==> src/rtl/pssb_pkg.sv <==
package pssb_pkg;
    localparam logic [7:0] CMD_SUMMARY_BYTE = 8'h78;
    localparam logic [7:0] CMD_SUMMARY_WORD = 8'h79;
    localparam logic [7:0] CMD_OUTPUT_VOLTAGE_SUMMARY_DETAIL = 8'h7A;
    localparam logic [7:0] SUMMARY_BYTE_RESET = 8'h00;
    localparam logic [15:0] SUMMARY_WORD_RESET = 16'h0000;
    localparam logic [7:0] OUTPUT_VOLTAGE_SUMMARY_DETAIL_RESET = 8'h00;
    // Summary word fields
    localparam int unsigned SW_CML = 1;
    localparam int unsigned SW_TEMP = 2;
    localparam int unsigned SW_VIN_UV = 3;
    localparam int unsigned SW_OUTPUT_CURRENT_SUMMARY_OC = 4;
    localparam int unsigned SW_OUTPUT_VOLTAGE_SUMMARY_OV = 5;
    localparam int unsigned SW_OFF = 6;
    localparam int unsigned SW_OTHER = 9;
    localparam int unsigned SW_PG_N = 11;
    localparam int unsigned SW_VENDOR = 12;
    localparam int unsigned SW_INPUT = 13;
    localparam int unsigned SW_OUTPUT_CURRENT_SUMMARY = 14;
    localparam int unsigned SW_OUTPUT_VOLTAGE_SUMMARY = 15;
    // Output-voltage detail fields
    localparam int unsigned VD_OV_FAULT = 7;
    localparam int unsigned VD_OV_WARN = 6;
    localparam int unsigned VD_UV_WARN = 5;
    localparam int unsigned VD_UV_FAULT = 4;
    localparam int unsigned VD_TARGET_LIMIT = 3;
    // Other detail fields used by the summary
    localparam int unsigned ID_OC_FAULT = 7;
    localparam int unsigned IN_UV_FAULT = 4;
    // Target setting is in millivolts; lower limit 0.1V
    localparam logic [15:0] TARGET_MIN_MV = 16'h0064;
    // Supply-good settle window after enable
    localparam int unsigned CLOCK_HZ = 50_000_000;
    localparam int unsigned PG_WAIT_US = 2000;
    localparam int unsigned PG_WAIT_CYCLES = PG_WAIT_US * (CLOCK_HZ / 1_000_000);
    localparam int unsigned PG_CNT_W = 17;
    typedef enum logic [2:0] {
        PSSB_IDLE = 3'h1,
        PSSB_SETTLE = 3'h2,
        PSSB_RUN = 3'h4
    } pssb_power_type;
endpackage : pssb_pkg

==> src/rtl/pssb_bank.sv <==
`timescale 1ns/1ps
module pssb_bank
    import pssb_pkg::*;
#(
    parameter int unsigned PG_WAIT = PG_WAIT_CYCLES
) (
    // Clock and reset
    input wire logic clock,
    input wire logic sys_rst,
    // Status command port
    input wire logic cmd_valid,
    input wire logic cmd_write,
    input wire logic [7:0] cmd_code,
    output logic rd_valid,
    output logic [15:0] rd_data,
    output logic rd_two_bytes,
    output logic cmd_unsupported,
    output logic write_refused,
    // Output state pins
    input wire logic output_enable,
    input wire logic power_good,
    // Output-voltage fault events
    input wire logic output_overvoltage_fault,
    input wire logic output_overvoltage_warning,
    input wire logic output_undervoltage_warning,
    input wire logic output_undervoltage_fault,
    input wire logic clear_faults,
    // Target setting check
    input wire logic target_write,
    input wire logic [15:0] output_target_setting,
    input wire logic [15:0] output_ceiling_setting,
    // Other detail registers
    input wire logic [7:0] output_current_detail,
    input wire logic [7:0] input_detail,
    input wire logic [7:0] temperature_detail,
    input wire logic [7:0] comm_logic_detail,
    input wire logic [7:0] vendor_detail,
    // Live summary
    output logic [15:0] summary_word
);
    // The settle check below watches eight cycles, so shorter windows are refused
    if (PG_WAIT < 8 || PG_WAIT >= (1 << PG_CNT_W)) begin : gen_wait_check
        $error("pssb_bank: PG_WAIT out of counter range");
    end

    localparam logic [PG_CNT_W-1:0] PG_LAST = PG_CNT_W'(PG_WAIT - 1);

    typedef struct packed {
        pssb_power_type power;
        logic [PG_CNT_W-1:0] wait_cnt;
        logic [7:0] output_voltage_detail;
        logic rd_valid;
        logic [15:0] rd_data;
        logic rd_two_bytes;
        logic unsupported;
        logic refused;
    } pssb_bank_type;

    pssb_bank_type cur;
    pssb_bank_type next_cur;

    logic enable_s;
    logic pg_s;
    logic [15:0] word;
    logic any_detail;
    logic target_bad;

    // Pins cross into the controller clock
    pssb_sync #(
        .WIDTH(2)
    ) pin_sync (
        .clock(clock),
        .sys_rst(sys_rst),
        .async_in({output_enable, power_good}),
        .sync_out({enable_s, pg_s})
    );

    assign any_detail = (|cur.output_voltage_detail) | (|output_current_detail)
        | (|input_detail) | (|temperature_detail) | (|comm_logic_detail)
        | (|vendor_detail);
    assign target_bad = (output_target_setting > output_ceiling_setting)
        || (output_target_setting < TARGET_MIN_MV);

    // Summary word; the byte command reads its low half, so both share storage
    always_comb begin
        word = SUMMARY_WORD_RESET;
        word[SW_OUTPUT_VOLTAGE_SUMMARY] = |cur.output_voltage_detail;
        word[SW_OUTPUT_CURRENT_SUMMARY] = output_current_detail[ID_OC_FAULT];
        word[SW_INPUT] = |input_detail;
        word[SW_VENDOR] = |vendor_detail;
        // Supply-good is ignored while settling, since it may lag enable
        word[SW_PG_N] = !pg_s || (cur.power != PSSB_RUN);
        word[SW_OTHER] = any_detail;
        word[SW_OFF] = (cur.power == PSSB_IDLE) || !pg_s;
        word[SW_OUTPUT_VOLTAGE_SUMMARY_OV] = cur.output_voltage_detail[VD_OV_FAULT];
        word[SW_OUTPUT_CURRENT_SUMMARY_OC] = output_current_detail[ID_OC_FAULT];
        word[SW_VIN_UV] = input_detail[IN_UV_FAULT];
        word[SW_TEMP] = |temperature_detail;
        word[SW_CML] = |comm_logic_detail;
    end

    always_comb begin
        next_cur = cur;
        next_cur.rd_valid = 1'b0;
        next_cur.unsupported = 1'b0;
        next_cur.refused = 1'b0;

        // Clear first so that an event in the same cycle survives
        if (clear_faults) begin
            next_cur.output_voltage_detail = OUTPUT_VOLTAGE_SUMMARY_DETAIL_RESET;
        end
        if (output_overvoltage_fault) begin
            next_cur.output_voltage_detail[VD_OV_FAULT] = 1'b1;
        end
        if (output_undervoltage_fault) begin
            next_cur.output_voltage_detail[VD_UV_FAULT] = 1'b1;
        end
        // A warning arriving with its fault is dropped, so it may stay clear
        if (output_overvoltage_warning && !output_overvoltage_fault) begin
            next_cur.output_voltage_detail[VD_OV_WARN] = 1'b1;
        end
        if (output_undervoltage_warning && !output_undervoltage_fault) begin
            next_cur.output_voltage_detail[VD_UV_WARN] = 1'b1;
        end
        if (target_write && target_bad) begin
            next_cur.output_voltage_detail[VD_TARGET_LIMIT] = 1'b1;
        end

        // Enable tracking for the supply-good settle window
        unique case (cur.power)
            PSSB_IDLE: begin
                next_cur.wait_cnt = '0;
                if (enable_s) begin
                    next_cur.power = PSSB_SETTLE;
                end
            end
            PSSB_SETTLE: begin
                if (!enable_s) begin
                    next_cur.power = PSSB_IDLE;
                end else if (cur.wait_cnt == PG_LAST) begin
                    next_cur.power = PSSB_RUN;
                end else begin
                    next_cur.wait_cnt = cur.wait_cnt + 1'b1;
                end
            end
            PSSB_RUN: begin
                if (!enable_s) begin
                    next_cur.power = PSSB_IDLE;
                end
            end
            default: begin
                next_cur.power = PSSB_IDLE;
            end
        endcase

        // Command decode; writes never touch the status storage
        if (cmd_valid) begin
            unique case (cmd_code)
                CMD_SUMMARY_BYTE, CMD_SUMMARY_WORD, CMD_OUTPUT_VOLTAGE_SUMMARY_DETAIL: begin
                    if (cmd_write) begin
                        next_cur.refused = 1'b1;
                    end else begin
                        next_cur.rd_valid = 1'b1;
                        next_cur.rd_two_bytes = (cmd_code == CMD_SUMMARY_WORD);
                        if (cmd_code == CMD_SUMMARY_BYTE) begin
                            next_cur.rd_data = {8'h00, word[7:0]};
                        end else if (cmd_code == CMD_SUMMARY_WORD) begin
                            next_cur.rd_data = word;
                        end else begin
                            next_cur.rd_data = {8'h00, cur.output_voltage_detail};
                        end
                    end
                end
                default: begin
                    next_cur.unsupported = 1'b1;
                end
            endcase
        end
    end

    always_ff @(posedge clock or posedge sys_rst) begin
        if (sys_rst) begin
            cur.power <= PSSB_IDLE;
            cur.wait_cnt <= '0;
            cur.output_voltage_detail <= OUTPUT_VOLTAGE_SUMMARY_DETAIL_RESET;
            cur.rd_valid <= 1'b0;
            cur.rd_data <= SUMMARY_WORD_RESET;
            cur.rd_two_bytes <= 1'b0;
            cur.unsupported <= 1'b0;
            cur.refused <= 1'b0;
        end else begin
            cur <= next_cur;
        end
    end

    assign rd_valid = cur.rd_valid;
    assign rd_data = cur.rd_data;
    assign rd_two_bytes = cur.rd_two_bytes;
    assign cmd_unsupported = cur.unsupported;
    assign write_refused = cur.refused;
    assign summary_word = word;

    logic rd_cmd;
    assign rd_cmd = cmd_valid && !cmd_write;
endmodule : pssb_bank

==> src/rtl/pssb_sync.sv <==
`timescale 1ns/1ps
module pssb_sync
    import pssb_pkg::*;
#(
    parameter int WIDTH = 2
) (
    // Clock and reset
    input wire logic clock,
    input wire logic sys_rst,
    // Levels
    input wire logic [WIDTH-1:0] async_in,
    output logic [WIDTH-1:0] sync_out
);
    if (WIDTH < 1) begin : gen_width_check
        $error("pssb_sync: WIDTH must be at least 1");
    end

    typedef struct packed {
        logic [WIDTH-1:0] stage1;
        logic [WIDTH-1:0] stage2;
    } pssb_sync_type;

    pssb_sync_type cur;
    pssb_sync_type next_cur;

    // First stage feeds only the second stage
    always_comb begin
        next_cur = cur;
        for (int i = 0; i < WIDTH; i++) begin
            next_cur.stage1[i] = async_in[i];
            next_cur.stage2[i] = cur.stage1[i];
        end
    end

    always_ff @(posedge clock or posedge sys_rst) begin
        if (sys_rst) begin
            cur <= '0;
        end else begin
            cur <= next_cur;
        end
    end

    assign sync_out = cur.stage2;
endmodule : pssb_sync

==> config.mk <==
export PLATFORM = sky130hd
export DESIGN_NAME = pssb_bank
export DESIGN_NICKNAME = d
export VERILOG_FILES = /design/src/rtl/pssb_pkg.sv /design/src/rtl/pssb_bank.sv /design/src/rtl/pssb_sync.sv
export SDC_FILE = /design/constraint.sdc
export NUM_CORES = 1
export LEC_CHECK = 0
export BUFFER_PORTS_ARGS = -buffer_cell sky130_fd_sc_hd__buf_4
export CAP_MARGIN = 10
export CORE_UTILIZATION = 43
export CTS_CLUSTER_DIAMETER = 80
export DETAILED_ROUTE_END_ITERATION = 8
export GPL_TIMING_DRIVEN = 0
export PLACE_DENSITY = 0.85
export SYNTH_ARGS = -nofsm -noshare
export SYNTH_HDL_FRONTEND = slang
export SYNTH_SLANG_ARGS = --single-unit
export TNS_END_PERCENT = 1
==> constraint.sdc <==
create_clock -name clock -period 1.7 [get_ports clock]
set_input_delay 0.085 -clock clock [delete_from_list [all_inputs] [get_ports clock]]
set_output_delay 0.085 -clock clock [all_outputs]
set_load 0.01 [all_outputs]
; Word level (Yosys, flattened, before mapping)
; Index checks and enable logic that the tools add are counted.
[classes]
n_addsub = 1
magnitude_cmp = 2
eq_ne = 13
muxes = 22
bitwise_logic = 6
n_reduce_logical = 25
[op_table]
columns = op, count
row1 = OR reduction 8 bit, 5
row2 = two-way mux 18 bit, 2
row3 = two-way mux 17 bit, 2
row4 = one-hot mux 17 bit (2 select lines), 1
row5 = two-way mux 16 bit, 2
row6 = equality test 8 x 7 -> 1 bit (second input constant), 3
row7 = two-way mux 20 bit, 1
row8 = adder 17 x 1 -> 17 bit (second input constant), 1
row9 = equality test 17 bit (second input constant), 1
row10 = > comparator 16 bit, 1
row11 = < comparator 16 x 7 -> 1 bit (second input constant), 1
row12 = two-way mux 3 bit, 4
row13 = nonzero test 2 bit, 6
row14 = one-hot mux 3 bit (3 select lines), 1
row15 = AND reduction 3 bit, 3
row16 = two-way mux 1 bit, 8
row17 = two-way mux 8 bit, 1
row18 = inequality test 3 bit (second input constant), 2
row19 = OR 1 bit, 5
row20 = OR reduction 5 bit, 1
row21 = inequality test 2 x 1 -> 1 bit (second input constant), 2
row22 = inequality test 2 bit (second input constant), 2
row23 = equality test 3 x 1 -> 1 bit (second input constant), 1
row24 = equality test 3 x 2 -> 1 bit (second input constant), 1
row25 = other kinds (6), 12
[word_totals]
regBits = 49
wordCells = 83

; Longest topological paths before layout
; Gate-level depths: netlist (run 1).
[logic_depth]
word_depth = 11
ltp_mapped = 7

; Hierarchy
; A second synthesis (run 1) with hierarchy kept.
[hier_totals]
cells_unflattened = 312
hier_area_um2 = 2887.8
[by_module_without_submodules]
columns = mod, instances, cells_per_inst, area_each_um2
row1 = pssb_bank, 1, 305, 2768.9
row2 = pssb_sync, 1, 7, 118.9

; Worst setup path after synthesis (run 1)
; Ideal clock, no wire load.
[synth_path]
path_type = register -> register
start = register cur[33] in the netlist's numbering
end = register cur[37] in the netlist's numbering
setup_time_ns = 0.078
t_arrival_ns = 1.636
path_slack_ns = -0.013
path_stages_with_launch = 7
synth_period_minus_slack_ns = 1.713
cell_sequence = dfrtp_1 > nor4bb_1 > nand4_1 > o31ai_2 > buf_2 > o21ai_0 > a21oi_1
[synth_between]
elab_chain_cells = 4
word_cells_on_any_way = 7
[synth_rtl]
columns = item, line_no
row1 = start: declaration, pssb_bank.sv:59  ; pssb_bank_type cur;
row2 = start signal: assignment, pssb_bank.sv:192  ; cur <= next_cur;
row3 = adder 17 x 1 -> 17 bit, pssb_bank.sv:143  ; next_cur.wait_cnt = cur.wait_cnt + 1'b1;
row4 = two-way mux 17 bit, pssb_bank.sv:140  ; end else if (cur.wait_cnt == PG_LAST) begin
row5 = two-way mux 17 bit, pssb_bank.sv:138  ; if (!enable_s) begin
row6 = one-hot mux 17 bit (2 select lines), pssb_bank.sv:130  ; unique case (cur.power)
; Parallel ways exist; a longest one is shown, timed or not. The select of a mux whose other input is x is not followed.
; A chain may end at the register's enable or synchronous reset.

; Worst setup path after layout (run 1)
[layout_path]
start = register cur[33] in the netlist's numbering
end = register cur[31] in the netlist's numbering
[layout_between]
elab_chain_cells = 3
[layout_rtl]
columns = item, line_no
row1 = equality test 17 bit, pssb_bank.sv:140
row2 = inequality test 2 bit (no line), n/a
row3 = AND reduction 3 bit (no line), n/a
; No other way between the ends.

==> reports/metrics.json, run 1 <==
{
  "setup.worst_path.end_class": {"value": "register"},
  "finalHoldWorstSlack": {"value": 0.0206, "unit": "ns"},
  "root_buffer": {"value": "sky130_fd_sc_hd__clkbuf_8"},
  "clkSlewWorstSetupHoldPaths": {"value": 0.08, "unit": "ns"},
  "final_core_util": {"value": 0.699},
  "synth-edff-count": {"value": 0},
  "ff2ff_setup_slack": {"value": -0.15, "unit": "ns"},
  "synth_cell_types": {"value": 46},
  "place.port_buffers": {"value": 120},
  "power_total": {"value": 2.47, "unit": "mW"},
  "routed_via_density": {"value": 5.45},
  "fp.coreArea": {"value": 6060, "unit": "µm²"},
  "drc_errors": {"value": 0},
  "max_freq": {"value": 0.542, "unit": "GHz"},
  "dominant_combinational_cell_family_by_area_after_synthesis": {"value": "simple AND/OR/NAND/NOR gates"},
  "fin_tns_setup": {"value": -1.22, "unit": "ns"},
  "vias": {"value": 2888},
  "asyncSetResetFlopFracSynth": {"value": 1.00},
  "timing.hold.worst.start": {"value": "output_undervoltage_warning"},
  "rr_startpoint": {"value": "cur[33]"},
  "grt_use_total": {"value": 0.248},
  "outcome": {"value": "finished with violations"},
  "cts_buffers": {"value": 5},
  "grt_setup_unrepaired": {"value": "yes"},
  "avgRoutedWirePerCell": {"value": 15.8, "unit": "µm"},
  "pre_cts_ws": {"value": -0.263, "unit": "ns"},
  "skew": {"value": 0.00437, "unit": "ns"},
  "clock_path_buffers": {"value": 2},
  "synth_adder_area_share": {"value": 0.0767},
  "ys.flop_type": {"value": "sky130_fd_sc_hd__dfrtp_1"},
  "design_area": {"value": 4240, "unit": "µm²"},
  "failed_checks": {"value": "setup timing"},
  "synth-compound-area-share": {"value": 0.138},
  "critPathLaunch": {"value": "cur[33]"},
  "gp_congestion": {"value": 0.824},
  "max_slew_violation_count": {"value": 0},
  "use_met2": {"value": 0.437},
  "simple_gate_share_of_the_synthesized_area": {"value": 0.223},
  "hpwlAfterDp": {"value": 5.78, "unit": "mm"},
  "via_count_of_the_first_global_routing_pass": {"value": 2781},
  "core.rowCount": {"value": 28},
  "power.density_cell_area": {"value": 582, "unit": "nW/µm²"},
  "critical_path.max_fanout": {"value": 7},
  "first_iter_violations": {"value": 199},
  "floorplan.die.width": {"value": 82.3, "unit": "µm"},
  "grt_max_degree": {"value": 45},
  "layout_commonest_cell": {"value": "sky130_fd_sc_hd__buf_4"},
  "vdd.ir_drop.worst": {"value": 0.428, "unit": "mV"},
  "worst_skew_pair.late_latency": {"value": 0.30, "unit": "ns"},
  "synth_mux_area_frac": {"value": 0.0113},
  "period_share": {"value": 1.09},
  "critPathRequiredTime": {"value": 1.92, "unit": "ns"},
  "fp.dieH": {"value": 82.3, "unit": "µm"},
  "initial_cell_density_of_the_core": {"value": 0.457},
  "placed_cell_area": {"value": 3820, "unit": "µm²"},
  "grt.busiest_layer": {"value": "met2"},
  "wire_length_of_the_first_global_routing_pass": {"value": 12.6, "unit": "mm"},
  "antenna_found_initial": {"value": 0},
  "synthesis_warnings": {"value": 0},
  "tightest_slew": {"value": 0.673, "unit": "ns"},
  "layout.filler_cells": {"value": 445},
  "mappedNetlistArea": {"value": 2770, "unit": "µm²"},
  "period_minus_slack": {"value": 1.85, "unit": "ns"},
  "maxSlewHeadroom": {"value": 0.549},
  "detail_route.wirelength": {"value": 8.37, "unit": "mm"},
  "tritoncts_clock_tree": {"value": "done"},
  "placedCellCount": {"value": 500},
  "top_level_ports": {"value": 128},
  "globalRouteOverflowTotal": {"value": 0},
  "synthCells": {"value": 298},
  "timing.final.ws_setup": {"value": -0.145, "unit": "ns"},
  "drtPass1Iterations": {"value": 5},
  "area_delta_synth_final": {"value": 53.0, "unit": "%"},
  "grt_util_met3": {"value": 0.0396},
  "fp.dieArea": {"value": 6770, "unit": "µm²"},
  "worst-setup-path-type": {"value": "register to register"},
  "hold_viol_final": {"value": 0},
  "htreeDepth": {"value": 2},
  "power_leakage": {"value": 2.08, "unit": "nW"},
  "setup-violations-final": {"value": 15},
  "num_antenna_cells": {"value": 0},
  "synth_seq_area_share": {"value": 0.416},
  "worstHoldPathType": {"value": "input pin to register"},
  "post_synth.cell_area_avg": {"value": 9.30, "unit": "µm²"},
  "crit_arrival": {"value": 2.06, "unit": "ns"},
  "mostFrequentLayoutCells": {"value": "sky130_fd_sc_hd__buf_4, sky130_fd_sc_hd__dfrtp_1, sky130_fd_sc_hd__inv_1"},
  "cts_num_sinks": {"value": 46},
  "grt.met1_usage": {"value": 0.295},
  "postRouteAntennaNets": {"value": 0},
  "timing.critical_path.from_type": {"value": "register"},
  "post_synth_xor_area_fraction": {"value": 0.0221},
  "maxCapViolations": {"value": 0},
  "synth_seq_cells": {"value": 46},
  "post_route_cells_drive_above_1_share": {"value": 0.426},
  "layout.nets": {"value": 563},
  "stdcell_count": {"value": 530}
}
## Yosys cell counts (2+ instances only)
master                     count  share of area
sky130_fd_sc_hd__mux2i_1       2         0.0072
sky130_fd_sc_hd__nand3_1      11          0.020
sky130_fd_sc_hd__or4_1         4          0.011
sky130_fd_sc_hd__ha_1         17          0.077
sky130_fd_sc_hd__o21ai_1       5         0.0090
sky130_fd_sc_hd__o311ai_0      2         0.0063
sky130_fd_sc_hd__o21ai_0      15          0.027
sky130_fd_sc_hd__dfrtp_1      45           0.41
sky130_fd_sc_hd__nand2_1      20          0.027
sky130_fd_sc_hd__nor4_2        2         0.0090
sky130_fd_sc_hd__a21o_1        4          0.011
sky130_fd_sc_hd__nor2b_1       5          0.011
sky130_fd_sc_hd__xor2_1        6          0.019
sky130_fd_sc_hd__buf_4        25          0.068
sky130_fd_sc_hd__or3_1         9          0.020
sky130_fd_sc_hd__nor2_1       13          0.018
sky130_fd_sc_hd__a211oi_1      2         0.0054
sky130_fd_sc_hd__nor3b_1       2         0.0054
sky130_fd_sc_hd__and3_1        7          0.016
sky130_fd_sc_hd__nand3b_1      2         0.0054
sky130_fd_sc_hd__clkbuf_1      4         0.0054
sky130_fd_sc_hd__nor4_1        9          0.020
sky130_fd_sc_hd__a22o_1        9          0.028
sky130_fd_sc_hd__nor4bb_1      2         0.0072
sky130_fd_sc_hd__a21oi_1      18          0.033
sky130_fd_sc_hd__nand2b_1      4         0.0090
sky130_fd_sc_hd__nand4_1       9          0.020
sky130_fd_sc_hd__inv_1        27          0.037
## critical path: stages (launching register included)
cell and delay, ns:
sky130_fd_sc_hd__dfrtp_2 0.46, sky130_fd_sc_hd__nor4bb_2 0.28, sky130_fd_sc_hd__nand4_1 0.23, sky130_fd_sc_hd__o31ai_4 0.39, sky130_fd_sc_hd__buf_6 0.19, sky130_fd_sc_hd__o21ai_2 0.05
sky130_fd_sc_hd__a21oi_1 0.15
## kinds of logic (layout without fill, tap and decap cells)
logic type / Yosys count / after routing
other: 1 / 7
flip-flops: 46 / 46
buffers and inverters: 57 / 207
multiplexers: 3 / 3
XOR/XNOR: 7 / 7
AND/OR/NAND/NOR: 107 / 107
adder cells (fa/ha/maj): 17 / 17
AO/OA/AOI/OAI: 60 / 61
## cell type report
type                            count  area, µm²  area share
Clock buffer                        8       80.1      0.0189
Inverter                           27        101      0.0239
Tap cell                           75       93.8      0.0221
Timing Repair Buffer              143       1130       0.266
Sequential cell                    46       1150       0.272
Multi-Input combinational cell    202       1480       0.348
Buffer                             29        206      0.0487
## what timing repair did
item | CTS | global route
resized for setup | 22 | 14
pin swaps | 17 | 4
hold endpoints to repair | 49 | 0
cloned | 2 | 0
setup endpoints to repair | 18 | 23
hold buffers | 6 | 0
setup buffers | 14 | 1
## final timing paths
path | endpoint | cells past startpoint
min | cur[25] | 2
max in group asynchronous | cur[45] | 4
max | cur[31] | 6
min reg2reg | pin_sync.sync_out[1] | 0
min in group asynchronous | cmd_unsupported | 3
max reg2reg | cur[31] | 6
## report_power, final
group / switching [mW] / leakage (nW) / internal [mW]
clock network: 0.345 / 0.0395 / 0.292
logic: 0.300 / 1.43 / 0.352
registers: 0.0378 / 0.609 / 1.14
## per-layer routing
layer,part of all wire,routed length (µm)
met5,0,0
met4,0.032,271
met3,0.065,544
met2,0.52,4390
met1,0.38,3170
## state kept, by name, indices dropped and copies added, names as in the netlist
name and cells:
cur 24, rd_data 13, pin_sync.cur 2, pin_sync.sync_out 2, cmd_unsupported 1, rd_two_bytes 1, rd_valid 1, summary_word 1
write_refused 1
Power figures use the tool's default switching activity.
==> run 2: changes to the inputs <==
--- a/config.mk
+++ b/config.mk
@@ -7,12 +7,14 @@
 export LEC_CHECK = 0
 export BUFFER_PORTS_ARGS = -buffer_cell sky130_fd_sc_hd__buf_4
 export CAP_MARGIN = 10
-export CORE_UTILIZATION = 43
+export CELL_PAD_IN_SITES_DETAIL_PLACEMENT = 0
+export CELL_PAD_IN_SITES_GLOBAL_PLACEMENT = 1
+export CORE_UTILIZATION = 37
 export CTS_CLUSTER_DIAMETER = 80
 export DETAILED_ROUTE_END_ITERATION = 8
 export GPL_TIMING_DRIVEN = 0
-export PLACE_DENSITY = 0.85
+export PLACE_DENSITY = 0.95
 export SYNTH_ARGS = -nofsm -noshare
 export SYNTH_HDL_FRONTEND = slang
 export SYNTH_SLANG_ARGS = --single-unit
-export TNS_END_PERCENT = 1
+export TNS_END_PERCENT = 50
==> constraint.sdc (replaced) <==
create_clock -name clock -period 2.4 [get_ports clock]
set_input_delay 0.12 -clock clock [delete_from_list [all_inputs] [get_ports clock]]
set_output_delay 0.12 -clock clock [all_outputs]
set_load 0.01 [all_outputs]
==> run 2 against run 1 <==
Effect of this change:
- the run now ends clean
- final cell count up 0.94%
- flip-flop and latch count unchanged
- die area increased by 16%
- clock-buffer cell count fell by 2
- setup slack better by 0.47 ns
- largest cell class unchanged
- core utilization is 15 points lower
==> reports/metrics.json, run 2 (synthesized netlist as in run 1, its figures left out) <==
{
  "period_minus_slack": {"value": 2.07, "unit": "ns", "change": "+0.230 ns"},
  "grt_setup_unrepaired": {"value": "no"},
  "worst_skew_pair.late_latency": {"value": 0.29, "unit": "ns", "change": "about the same"},
  "fp.dieArea": {"value": 7840, "unit": "µm²", "change": "+16%"},
  "max_stage_delay": {"value": 0.45, "unit": "ns", "change": "about the same"},
  "post_route_cells_drive_above_1_share": {"value": 0.378, "change": "-0.0479"},
  "routed_via_density": {"value": 4.82, "change": "-11%"},
  "globalRouteOverflowTotal": {"value": 0, "change": "unchanged"},
  "power_leakage": {"value": 2.00, "unit": "nW", "change": "-3.4%"},
  "num_antenna_cells": {"value": 0, "change": "unchanged"},
  "timing.critical_path.from_type": {"value": "register"},
  "cp_cell_sequence": {"value": "nor4bb_1, nand4_1, o31ai_4, buf_2, o21ai_0, a21oi_1"},
  "drtPass1Iterations": {"value": 4, "change": "-1"},
  "skew": {"value": 0.00982, "unit": "ns", "change": "+0.00545 ns"},
  "cp_top_family": {"value": "compound AO/OA/AOI/OAI gates"},
  "maxSlewHeadroom": {"value": 0.553, "change": "+0.00428"},
  "placed_cell_area": {"value": 3840, "unit": "µm²", "change": "+0.56%"},
  "grt_use_total": {"value": 0.173, "change": "-0.0745"},
  "max_slew_violation_count": {"value": 0, "change": "unchanged"},
  "tritoncts_clock_tree": {"value": "done"},
  "hold_viol_final": {"value": 0, "change": "unchanged"},
  "antenna_found_initial": {"value": 0, "change": "unchanged"},
  "initial_cell_density_of_the_core": {"value": 0.382, "change": "-0.0752"},
  "max_freq": {"value": 0.482, "unit": "GHz", "change": "-11%"},
  "avgRoutedWirePerCell": {"value": 12.9, "unit": "µm", "change": "-19%"},
  "fp.dieH": {"value": 88.5, "unit": "µm", "change": "+7.6%"},
  "timing.final.ws_setup": {"value": 0.325, "unit": "ns", "change": "+0.470 ns"},
  "setup.worst_path.end_class": {"value": "register"},
  "fp.coreArea": {"value": 7250, "unit": "µm²", "change": "+20%"},
  "cts_num_sinks": {"value": 46, "change": "unchanged"},
  "core.rowCount": {"value": 31, "change": "+11%"},
  "power.density_cell_area": {"value": 478, "unit": "nW/µm²", "change": "-18%"},
  "tightest_slew": {"value": 0.667, "unit": "ns", "change": "-0.00638 ns"},
  "layout.nets": {"value": 544, "change": "-3.4%"},
  "mostFrequentLayoutCells": {"value": "sky130_fd_sc_hd__buf_4, sky130_fd_sc_hd__dfrtp_1, sky130_fd_sc_hd__inv_1"},
  "postCtsSetupRepairBufs": {"value": 0, "change": "-14"},
  "critPathBufInv": {"value": 1, "change": "unchanged"},
  "maxCapViolations": {"value": 0, "change": "unchanged"},
  "hpwlAfterDp": {"value": 5.62, "unit": "mm", "change": "-2.8%"},
  "largest_registers": {"value": "cur (24), rd_data (13)"},
  "grt_max_degree": {"value": 45, "change": "unchanged"},
  "floorplan.die.width": {"value": 88.5, "unit": "µm", "change": "+7.6%"},
  "gp_congestion": {"value": 0.801, "change": "-2.8%"},
  "pre_cts_ws": {"value": 0.244, "unit": "ns", "change": "+0.507 ns"},
  "htreeDepth": {"value": 2, "change": "unchanged"},
  "clkSlewWorstSetupHoldPaths": {"value": 0.08, "unit": "ns", "change": "about the same"},
  "first_iter_violations": {"value": 65, "change": "-67%"},
  "placedCellCount": {"value": 524, "change": "+4.8%"},
  "layout_commonest_cell": {"value": "sky130_fd_sc_hd__buf_4"},
  "largest-register": {"value": "cur"},
  "area_delta_synth_final": {"value": 45.1, "unit": "%"},
  "period_share": {"value": 0.864, "change": "-0.221"},
  "vias": {"value": 2580, "change": "-11%"},
  "critical-path-slowest-cell": {"value": "sky130_fd_sc_hd__dfrtp_1"},
  "postRouteAntennaNets": {"value": 0, "change": "unchanged"},
  "crit_arrival": {"value": 2.28, "unit": "ns", "change": "+0.22 ns"},
  "largest_register_ff_count": {"value": 24, "change": "unchanged"},
  "outcome": {"value": "finished clean"},
  "top_level_ports": {"value": 128, "change": "unchanged"},
  "worstHoldPathType": {"value": "input pin to register"},
  "final_core_util": {"value": 0.554, "change": "-0.145"},
  "drc_errors": {"value": 0, "change": "unchanged"},
  "via_count_of_the_first_global_routing_pass": {"value": 2398, "change": "-14%"},
  "worst-setup-path-type": {"value": "register to register"},
  "detail_route.wirelength": {"value": 6.88, "unit": "mm", "change": "-18%"},
  "fin_tns_setup": {"value": 0, "unit": "ns", "change": "+1.22 ns"},
  "stdcell_count": {"value": 535, "change": "+0.94%"},
  "critical_path.max_fanout": {"value": 10, "change": "+3"},
  "wire_length_of_the_first_global_routing_pass": {"value": 10.6, "unit": "mm", "change": "-15%"},
  "place.port_buffers": {"value": 120, "change": "unchanged"},
  "clock_path_buffers": {"value": 2, "change": "unchanged"},
  "critPathRequiredTime": {"value": 2.61, "unit": "ns", "change": "+0.69 ns"},
  "cts_buffers": {"value": 5, "change": "unchanged"},
  "root_buffer": {"value": "sky130_fd_sc_hd__clkbuf_8"},
  "setup-violations-final": {"value": 0, "change": "-15"},
  "design_area": {"value": 4020, "unit": "µm²", "change": "-5.2%"},
  "vdd.ir_drop.worst": {"value": 0.336, "unit": "mV", "change": "-21%"}
}
==> run 2: cell type report <==
| cell class | count | area [µm²] |
|---|---|---|
| fillers | 672 | 3230 |
| multi-input cells | 201 | 1340 |
| flip-flops and latches | 46 | 1150 |
| repair buffers | 124 | 951 |
| plain buffers | 30 | 208 |
| well taps | 99 | 124 |
| inverters | 27 | 101 |
| clock buffers | 6 | 82.6 |
| clock inverters | 2 | 60.1 |
==> run 2: power by group <==
part           internal (mW)  switching [mW]
Clock                  0.444           0.251
Combinational          0.217           0.177
Sequential             0.807          0.0242
==> run 2: metrics by stage <==
| stage | hold slack [ns] | power [mW] |
|---|---|---|
| after floorplan | 0.151 | 1.03 |
| after global placement | 0.232 | 1.22 |
| after detailed placement | -0.00465 | 1.23 |
| after CTS | 0.0123 | 1.93 |
| after global routing | 0.00892 | 2.02 |
| final | 0.0161 | 1.92 |
==> run 2: metal layers <==
metal / vias up / GRT usage / part of all wire
li1: 1306 / - / -
met1: 1196 / 0.233 / 0.44
met2: 76 / 0.288 / 0.49
met3: 2 / 0.0438 / 0.065
met4: 0 / 0.0264 / 0.0044
met5: - / 0 / 0
==> run 2: worst paths after layout <==
kind / start / depth (start not counted) / slack (ns) / to
worst max-delay path: cur[33] / 6 / 0.33 / cur[37]
worst min-delay path: output_undervoltage_fault / 2 / 0.02 / cur[24]
worst max register to register: cur[33] / 6 / 0.33 / cur[37]
worst min register to register: pin_sync.cur[3] / 0 / 0.36 / pin_sync.sync_out[1]
max in group asynchronous: sys_rst / 4 / 1.68 / cur[45]
min in group asynchronous: sys_rst / 3 / 0.25 / write_refused
==> run 2: worst register-to-register path: cells and delay by family (launching register included) <==
family	cells	cell delay, ns
AO/OA/AOI/OAI	3	0.71
AND/OR/NAND/NOR	2	0.54
flip-flops	1	0.45
buffers and inverters	1	0.29
==> run 2: repair_timing <==
action,4_1_cts,5_1_grt
hold endpoints to repair,47,0
resized for setup,0,1
hold buffers,3,0
setup endpoints to repair,0,4
